<file path="src/verilog/tci_pkg.sv">
// constants and carrier types for the timer capture and interrupt registers
// assumes one clock domain; short offsets are i/o addresses, extended offsets are data-space byte addresses
package tci_pkg;
    localparam int unsigned DW = 8;
    localparam int unsigned AW = 8;
    localparam int unsigned CW = 16;
    // short i/o range and its data-space displacement
    localparam logic [7:0] IO_SHORT_LAST = 8'h3F;
    localparam logic [7:0] IO_DATA_OFS = 8'h20;
    localparam logic [7:0] EXT_IO_BASE = 8'h60;
    // i/o offsets
    localparam logic [7:0] OFS_CAP1_LO = 8'h26;
    localparam logic [7:0] OFS_CAP1_HI = 8'h27;
    localparam logic [7:0] OFS_FLAGS = 8'h36;
    localparam logic [7:0] OFS_MASK = 8'h37;
    // extended offsets, data space only
    localparam logic [7:0] OFS_XMASK = 8'h7D;
    localparam logic [7:0] OFS_CAP3_LO = 8'h80;
    localparam logic [7:0] OFS_CAP3_HI = 8'h81;
    localparam logic [7:0] OFS_CMP3C_LO = 8'h82;
    localparam logic [7:0] OFS_CMP3C_HI = 8'h83;
    // timer-1 bit positions in mask and flag registers
    localparam int unsigned BIT_CAP1 = 5;
    localparam int unsigned BIT_CMP1A = 4;
    localparam int unsigned BIT_CMP1B = 3;
    localparam int unsigned BIT_OVF1 = 2;
    localparam logic [7:0] T1_BITS = 8'h3C;
    localparam logic [7:0] XMASK_BITS = 8'h3F;
    localparam logic [7:0] RESET_BYTE = 8'h00;
    localparam logic [15:0] RESET_WORD = 16'h0000;

    typedef struct packed {
        logic cap;
        logic cmp_a;
        logic cmp_b;
        logic ovf;
    } tci_t1_ev_t;

    typedef struct packed {
        logic io_rd;
        logic io_wr;
        logic ds_rd;
        logic ds_wr;
        logic [7:0] addr;
        logic [7:0] wdata;
    } tci_bus_t;
endpackage

</file>
<file path="src/verilog/tci_capture.sv">
// one 16-bit capture unit: latches the counter on an event
// assumes event strobes are one-cycle pulses synchronous to clk
module tci_capture
    import tci_pkg::*;
#(
    parameter int unsigned WIDTH = 16
) (
    // clock and reset
    input wire logic clk,
    input wire logic nrst,
    // events
    input wire logic pin_event,
    input wire logic top_event,
    input wire logic top_is_capture,
    input wire logic [WIDTH-1:0] counter_value,
    // software write of the full word
    input wire logic sw_write,
    input wire logic [WIDTH-1:0] sw_value,
    // results
    output logic [WIDTH-1:0] value_reg,
    output logic event_pulse
);
    logic take;

    // as top value, pin events no longer capture; flag follows top
    assign take = pin_event & ~top_is_capture;

    always_ff @(posedge clk or negedge nrst) begin
        if (!nrst) begin
            value_reg <= '0;
        end else if (sw_write) begin
            value_reg <= sw_value;
        end else if (take) begin
            value_reg <= counter_value; // RL1
        end
    end

    assign event_pulse = top_is_capture ? top_event : pin_event; // RL15
endmodule // tci_capture

</file>
<file path="src/verilog/tci_timer_regs.sv">
// register slice of timers 1 and 3: captures, compare 3c, shared latch,
// mask and flag registers
// assumes a one-cycle cpu access strobe and event pulses on clk
//
// Behaviour
// RL1 - counter copied into capture on pin event
// RL2 - capture register may act as top
// RL3 - 16-bit capture read through high latch
// RL4 - one shared latch for all words
// RL5 - short i/o also at data address plus 0x20
// RL6 - extended registers only by data space
// RL7 - capture irq needs mask5, global, flag
// RL8 - mask bits 4,3,2 gate compare/overflow irqs
// RL9 - flag bits 5..2 for timer 1
// RL10 - extended mask bits for timer 3, 1c
// RL11 - extended mask hidden in compatibility mode
// RL12 - only timer-1 bits of shared registers touched
// RL13 - flags cleared by vector or written one
// RL14 - compare flag set cycle after match
// RL15 - capture-as-top flags at top reached
// RL16 - forced compare strobe sets no flag
// RL17 - write zero keeps flag; bits 7,6 zero
// RL18 - low read loads high byte into latch
module tci_timer_regs
    import tci_pkg::*;
(
    // clock and reset
    input wire logic clk,
    input wire logic nrst,
    // cpu register access
    input wire tci_bus_t bus,
    output logic [7:0] rdata_reg,
    // configuration
    input wire logic compat_mode,
    input wire logic global_irq_en,
    input wire logic acomp_select,
    input wire logic top_is_cap1,
    input wire logic top_is_cap3,
    // timer 1 side
    input wire logic [15:0] counter1_value,
    input wire logic capture1_pin_event,
    input wire logic acomp_event,
    input wire logic top1_reached,
    input wire logic cmp1a_match,
    input wire logic cmp1b_match,
    input wire logic ovf1_event,
    input wire logic forced_compare_strobe,
    input wire tci_t1_ev_t vector_ack,
    // timer 3 side
    input wire logic [15:0] counter3_value,
    input wire logic capture3_pin_event,
    input wire logic top3_reached,
    // other timers' bits of the shared registers
    input wire logic [7:0] other_flags_set,
    // outputs
    output tci_t1_ev_t irq_req_reg,
    output logic [7:0] flags_reg,
    output logic [7:0] mask_reg,
    output logic [7:0] xmask_reg,
    output logic [15:0] capture1_value,
    output logic [15:0] capture3_value,
    output logic [15:0] compare3c_value
);
    logic [7:0] temp_reg;
    logic [7:0] ioa;
    logic hit_io, rd, wr;
    logic cap1_ev, cap1_pin;
    logic [15:0] cap1_q, cap3_q;
    logic [7:0] set_bits, clr_bits;
    logic cmp1a_d_reg, cmp1b_d_reg;

    // short-range access maps both routes to one i/o offset
    always_comb begin
        ioa = bus.addr;
        hit_io = 1'b0;
        if ((bus.io_rd | bus.io_wr) && bus.addr <= IO_SHORT_LAST) begin
            hit_io = 1'b1; // RL5
        end else if ((bus.ds_rd | bus.ds_wr)
                     && bus.addr >= IO_DATA_OFS
                     && bus.addr < EXT_IO_BASE) begin
            ioa = bus.addr - IO_DATA_OFS; // RL5
            hit_io = 1'b1;
        end
    end
    // extended space answers data-space access only
    assign rd = hit_io ? (bus.io_rd | bus.ds_rd) : bus.ds_rd; // RL6
    assign wr = hit_io ? (bus.io_wr | bus.ds_wr) : bus.ds_wr; // RL6

    function automatic logic sel(input logic [7:0] ofs, input logic io);
        sel = io ? (hit_io && ioa == ofs) : (!hit_io && bus.addr == ofs);
    endfunction

    assign cap1_pin = acomp_select ? acomp_event : capture1_pin_event; // RL1

    tci_capture #(.WIDTH(16)) u_cap1 (
        .clk(clk),
        .nrst(nrst),
        .pin_event(cap1_pin),
        .top_event(top1_reached),
        .top_is_capture(top_is_cap1), // RL2
        .counter_value(counter1_value),
        .sw_write(wr && sel(OFS_CAP1_LO, 1'b1)),
        .sw_value({temp_reg, bus.wdata}),
        .value_reg(cap1_q),
        .event_pulse(cap1_ev)
    );
    tci_capture #(.WIDTH(16)) u_cap3 (
        .clk(clk),
        .nrst(nrst),
        .pin_event(capture3_pin_event),
        .top_event(top3_reached),
        .top_is_capture(top_is_cap3), // RL2
        .counter_value(counter3_value),
        .sw_write(wr && sel(OFS_CAP3_LO, 1'b0)),
        .sw_value({temp_reg, bus.wdata}),
        .value_reg(cap3_q),
        // timer-3 flag sits in the extended flag register, not here
        .event_pulse()
    );
    assign capture1_value = cap1_q;
    assign capture3_value = cap3_q;

    // single latch: high writes park here, low reads fill it
    always_ff @(posedge clk or negedge nrst) begin
        if (!nrst) begin
            temp_reg <= RESET_BYTE;
        end else if (wr && (sel(OFS_CAP1_HI, 1'b1) || sel(OFS_CAP3_HI, 1'b0)
                     || sel(OFS_CMP3C_HI, 1'b0))) begin
            temp_reg <= bus.wdata; // RL4
        end else if (rd && sel(OFS_CAP1_LO, 1'b1)) begin
            temp_reg <= cap1_q[15:8]; // RL18
        end else if (rd && sel(OFS_CAP3_LO, 1'b0)) begin
            temp_reg <= cap3_q[15:8]; // RL18
        end else if (rd && sel(OFS_CMP3C_LO, 1'b0)) begin
            temp_reg <= compare3c_value[15:8]; // RL18
        end
    end

    always_ff @(posedge clk or negedge nrst) begin
        if (!nrst) begin
            compare3c_value <= RESET_WORD;
        end else if (wr && sel(OFS_CMP3C_LO, 1'b0)) begin
            compare3c_value <= {temp_reg, bus.wdata}; // RL4
        end
    end

    always_ff @(posedge clk or negedge nrst) begin
        if (!nrst) begin
            mask_reg <= RESET_BYTE;
        end else if (wr && sel(OFS_MASK, 1'b1)) begin
            mask_reg <= bus.wdata & ~8'hC0; // RL17
        end
    end

    always_ff @(posedge clk or negedge nrst) begin
        if (!nrst) begin
            xmask_reg <= RESET_BYTE;
        end else if (wr && sel(OFS_XMASK, 1'b0) && !compat_mode) begin
            xmask_reg <= bus.wdata & XMASK_BITS; // RL10 RL11
        end
    end

    // compare flag lands two cycles after the match; forced strobes
    // never reach this path
    always_ff @(posedge clk or negedge nrst) begin
        if (!nrst) begin
            cmp1a_d_reg <= 1'b0;
            cmp1b_d_reg <= 1'b0;
        end else begin
            cmp1a_d_reg <= cmp1a_match; // RL14 RL16
            cmp1b_d_reg <= cmp1b_match; // RL14 RL16
        end
    end

    always_comb begin
        set_bits = other_flags_set & ~T1_BITS; // RL12
        set_bits[BIT_CAP1] = cap1_ev; // RL9
        set_bits[BIT_CMP1A] = cmp1a_d_reg;
        set_bits[BIT_CMP1B] = cmp1b_d_reg;
        set_bits[BIT_OVF1] = ovf1_event;
        clr_bits = (wr && sel(OFS_FLAGS, 1'b1)) ? bus.wdata : RESET_BYTE;
        clr_bits[BIT_CAP1] = clr_bits[BIT_CAP1] | vector_ack.cap; // RL13
        clr_bits[BIT_CMP1A] = clr_bits[BIT_CMP1A] | vector_ack.cmp_a;
        clr_bits[BIT_CMP1B] = clr_bits[BIT_CMP1B] | vector_ack.cmp_b;
        clr_bits[BIT_OVF1] = clr_bits[BIT_OVF1] | vector_ack.ovf;
    end

    // set wins over clear; bits 7,6 stay zero
    always_ff @(posedge clk or negedge nrst) begin
        if (!nrst) begin
            flags_reg <= RESET_BYTE;
        end else begin
            flags_reg <= ((flags_reg & ~clr_bits) | set_bits)
                         & ~8'hC0; // RL13 RL17
        end
    end

    always_ff @(posedge clk or negedge nrst) begin
        if (!nrst) begin
            irq_req_reg <= '0;
        end else begin
            irq_req_reg.cap <= global_irq_en & mask_reg[BIT_CAP1]
                               & flags_reg[BIT_CAP1]; // RL7
            irq_req_reg.cmp_a <= global_irq_en & mask_reg[BIT_CMP1A]
                                 & flags_reg[BIT_CMP1A]; // RL8
            irq_req_reg.cmp_b <= global_irq_en & mask_reg[BIT_CMP1B]
                                 & flags_reg[BIT_CMP1B]; // RL8
            irq_req_reg.ovf <= global_irq_en & mask_reg[BIT_OVF1]
                               & flags_reg[BIT_OVF1]; // RL8
        end
    end

    // read data registered; high bytes come from the shared latch
    always_ff @(posedge clk or negedge nrst) begin
        if (!nrst) begin
            rdata_reg <= RESET_BYTE;
        end else if (rd) begin
            if (sel(OFS_CAP1_LO, 1'b1)) rdata_reg <= cap1_q[7:0];
            else if (sel(OFS_CAP3_LO, 1'b0)) rdata_reg <= cap3_q[7:0];
            else if (sel(OFS_CMP3C_LO, 1'b0))
                rdata_reg <= compare3c_value[7:0];
            else if (sel(OFS_CAP1_HI, 1'b1) || sel(OFS_CAP3_HI, 1'b0)
                     || sel(OFS_CMP3C_HI, 1'b0))
                rdata_reg <= temp_reg; // RL3
            else if (sel(OFS_FLAGS, 1'b1)) rdata_reg <= flags_reg;
            else if (sel(OFS_MASK, 1'b1)) rdata_reg <= mask_reg;
            else if (sel(OFS_XMASK, 1'b0) && !compat_mode)
                rdata_reg <= xmask_reg; // RL11
            else rdata_reg <= RESET_BYTE;
        end
    end
endmodule // tci_timer_regs
</file>
<file path="config.mk">
export PLATFORM = sky130hd
export DESIGN_NAME = tci_timer_regs
export DESIGN_NICKNAME = d
export VERILOG_FILES = /design/src/verilog/tci_pkg.sv /design/src/verilog/tci_capture.sv /design/src/verilog/tci_timer_regs.sv
export SDC_FILE = /design/constraint.sdc
export NUM_CORES = 1
export LEC_CHECK = 0
export ABC_AREA = 1
export BUFFER_PORTS_ARGS = -buffer_cell sky130_fd_sc_hd__buf_4
export CAP_MARGIN = 40
export CELL_PAD_IN_SITES_DETAIL_PLACEMENT = 0
export CELL_PAD_IN_SITES_GLOBAL_PLACEMENT = 1
export CORE_MARGIN = 2
export CORE_UTILIZATION = 30
export DETAILED_ROUTE_END_ITERATION = 8
export GPL_TIMING_DRIVEN = 0
export PLACE_DENSITY_LB_ADDON = 0.1
export SLEW_MARGIN = 15
export SYNTH_ARGS = -nofsm -noshare
export SYNTH_HDL_FRONTEND = slang
export SYNTH_SLANG_ARGS = --single-unit
</file>
<file path="constraint.sdc">
create_clock -name clk -period 1.2 [get_ports clk]
set_input_delay 0.12 -clock clk [delete_from_list [all_inputs] [get_ports clk]]
set_output_delay 0.12 -clock clk [all_outputs]
set_load 0.01 [all_outputs]
</file>
==> flow_summary.toml <==
[yosys]
syn-cell-area_mm2 = 0.004765
muxShareOfSynthArea = 0
synth_top_family_by_area = "simple AND/OR/NAND/NOR gates"
synthXorXnorAreaFrac = 0
synth_compound_gate_area_share = 0.1463
synthSimpleGateAreaFrac = 0.2957
ys_types = 36
ys.warnings.count = 0
synth-adder-area-share = 0.005252
ys_ff_latch = 88
synthCells = 594
yosysSeqAreaShare = 0.4622
syn_area_per_cell_um2 = 8.021

[layout]
layout_common_cells = "buf_4 (175), nand2_1 (113), dfrtp_1 (88), inv_1 (53), nand3_1 (42)"
diodes = 0
fill_cells = 1491
final_area_mm2 = 0.008240
fin_cells = 1051
area_delta_synth_final_pct = 72.95
final_nets = 912
drive_above_1_share = 0.5030
final_common_cell = "buf_4"

[cts]
htree_levels = 3
clockBufferDepth = 2
clk_pin_slew_ns = 0.06
cts_tree = "done"
cts-root-buf = "clkbuf_16"
numCtsBuffers = 9
clock_latency_ns = 0.35
cts.sinks = 88

[power_and_ir_drop]
p_per_area_mw_per_mm2 = 1105
fin_total_pwr_mw = 9.104
p_leak_nw = 4.054
peakVddDrop_mv = 0.7538

[sta]
fin_crit_sh = 1.397
final-hold-violation-count = 0
period_needed_ns = 1.676
tightest_slew_ns = 0.6132
setup_viol = 76
fin_ws_ns = -0.4764
max_freq_ghz = 0.5965
relSlewSlack = 0.5912
maxSlewViolCount = 0
grt_setup_unrepaired = "true"
skew_ns = 0.004367
whs_ns = 0.006641

[critical_path]
worstPathCellList = "buf_12 -> clkinv_8 -> ha_4 -> nand2_4 -> o21ai_4 -> nand2_2 -> nand2_4 -> buf_6 -> nand2_4 -> nand2_4 -> nand4_4 -> clkbuf_16 -> nand2_4 -> o21ai_2 -> nand2_1 -> nand3_1 -> nor2_1 -> nor2_1"
crit_slowest_cell = "clkbuf_16"
critPathCaptureType = "register"
cp.required_ns = 1.44
crit_start = "bus[14]"
crit_family = "simple AND/OR/NAND/NOR gates"
crit-reg2reg-launch = "temp_reg[1]"
crit_buf_inv = 4
r2r-end = "rdata_reg[1]"
critPathArrivalTime_ns = 1.92
crit_top_cell = "nand2_4"
worst-r2r-cell-count = 6
cp_max_fo = 5
reg2reg_setup_slack_ns = -0.03
cp-start-kind = "primary input"
cp_slowest_stage_delay_ns = 0.23
path_class = "in -> reg"

[drt]
avgViaCountPerCell = 4.853
ant_nets = 0
routedWlPerCell_um = 18.04
dr.pass1.iters = 5
drc_errors = 0
vias = 5100
drt_iter0_markers = 251
drt-total-wl_mm = 18.96

[place]
dp.cells = 964
gp_congestion = 0.8346
dp_hpwl_mm = 13.23
dpl_cell_area_mm2 = 0.006277
port_buffers = 148
pre_cts_slack_ns = -1.054

[worst_hold_path]
hold_end = "u_cap1.value_reg[9]"
hold_start = "counter1_value[9]"
hold_class = "in -> reg"
hold_path_depth = 3

[run]
cap_violations = 0

[outcome]
failed_checks = "negative setup slack"
status = "finished with violations"

[floorplanning]
row_count = 46
fp.coreArea_mm2 = 0.01571
dieWidth_um = 130.0
initial_utilization = 0.3032
die_height_um = 130.0
io_pins = 164
dieArea_mm2 = 0.01691

[global_routing]
antenna_found_initial = 0
grt_pass1_vias = 5230
grt_start_max_net_pins = 51
grt_first_pass_wirelength_mm = 29.15
gr-total-overflow = 0
global_route.usage.total = 0.2293
per-layer routing:
layer / wire, um / track usage
met1: 8162 / 0.2966
met2: 9436 / 0.3917
met3: 861 / 0.03403
met4: 502 / 0.08159
met5: 0 / 0
cell families after synthesis:
logic type | Yosys count
adder cells (fa/ha/maj) | 2
AND/OR/NAND/NOR | 308
flip-flops | 88
buffers and inverters | 94
other | 1
AO/OA/AOI/OAI | 101
worst reg2reg max path, cell delays in order (launching register included):
cell and delay, ns:
dfrtp_1 0.38, inv_1 0.24, nor2_1 0.09, nor2_1 0.13, nand3_1 0.14, nand2_1 0.10, nand2_1 0.05
what timing repair did:
item | in CTS | in global routing
pin swaps | 54 | 31
gates cloned | 8 | 2
buffers inserted | 42 | 8
hold buffers | 14 | 0
endpoints found under the hold margin | 50 | 0
gates resized for setup | 205 | 58
endpoints found under the setup margin | 76 | 82
how the worst max path moves through the flow:
stage | depth (start not counted) | slack [ns] | end
2_1_floorplan | 17 | -0.52 | temp_reg[2]
3_3_place_gp | 16 | -1.01 | temp_reg[6]
3_5_place_dp | 16 | -1.05 | temp_reg[7]
4_1_cts | 17 | -0.42 | temp_reg[3]
5_1_grt | 18 | -0.59 | temp_reg[1]
6_report | 18 | -0.48 | temp_reg[7]
Yosys cell counts:
cell type  count  area [um2]
a21oi_1        8       40.04
a21oi_4        1       16.27
buf_2          9       45.04
buf_4          9       67.56
buf_6          3       33.78
clkbuf_1       5       18.77
conb_1         1       3.750
dfrtp_1       88        2202
ha_1           2       25.02
inv_1         60       225.2
inv_2          5       18.77
inv_4          3       18.77
nand2_1      151       566.8
nand2_2        7       43.79
nand2_4        3       33.78
nand2_8        1       20.02
nand3_1       73       365.4
nand4_1        8       50.05
nand4_4        1       21.27
nor2_1        51       191.4
nor2_2         1       6.260
nor2_4         2       22.52
nor2_8         1       20.02
nor3_1         6       30.03
nor3_2         1       10.01
nor4_4         1       21.27
o211ai_1       7       52.55
o211ai_2      10       125.1
o21ai_0       38       190.2
o21ai_1       13       65.06
o21ai_2        1       8.760
o21ai_4        1       16.27
o221ai_1      16       140.1
o22ai_1        2       12.51
o31ai_1        4       30.03
or2_2          1       6.260
cell type report:
cell class	count	area [um2]	share of cell area
Clock buffer	10	239.0	0.02900
Multi-Input combinational cell	418	2873	0.3486
Sequential cell	88	2202	0.2672
Timing Repair Buffer	220	1938	0.2352
Tap cell	216	270.3	0.03280
Clock inverter	6	115.1	0.01397
Inverter	68	322.8	0.03917
Buffer	25	280.3	0.03401
stage by stage:
| step | setup TNS (ns) | util |
|---|---|---|
| finish | -27.02 | 0.5244 |
| global route | -34.34 | 0.5244 |
| CTS | -18.58 | 0.5073 |
| detailed placement | -63.14 | 0.3995 |
| global placement | -61.00 | 0.3978 |
| floorplan | -26.71 | - |
power breakdown:
group / internal [mW] / switching, mW / leakage (nW)
logic: 0.934 / 1.19 / 2.75
registers: 3.27 / 0.274 / 1.13
clock network: 2.11 / 1.32 / 0.169
Power figures use the tool's default switching activity.
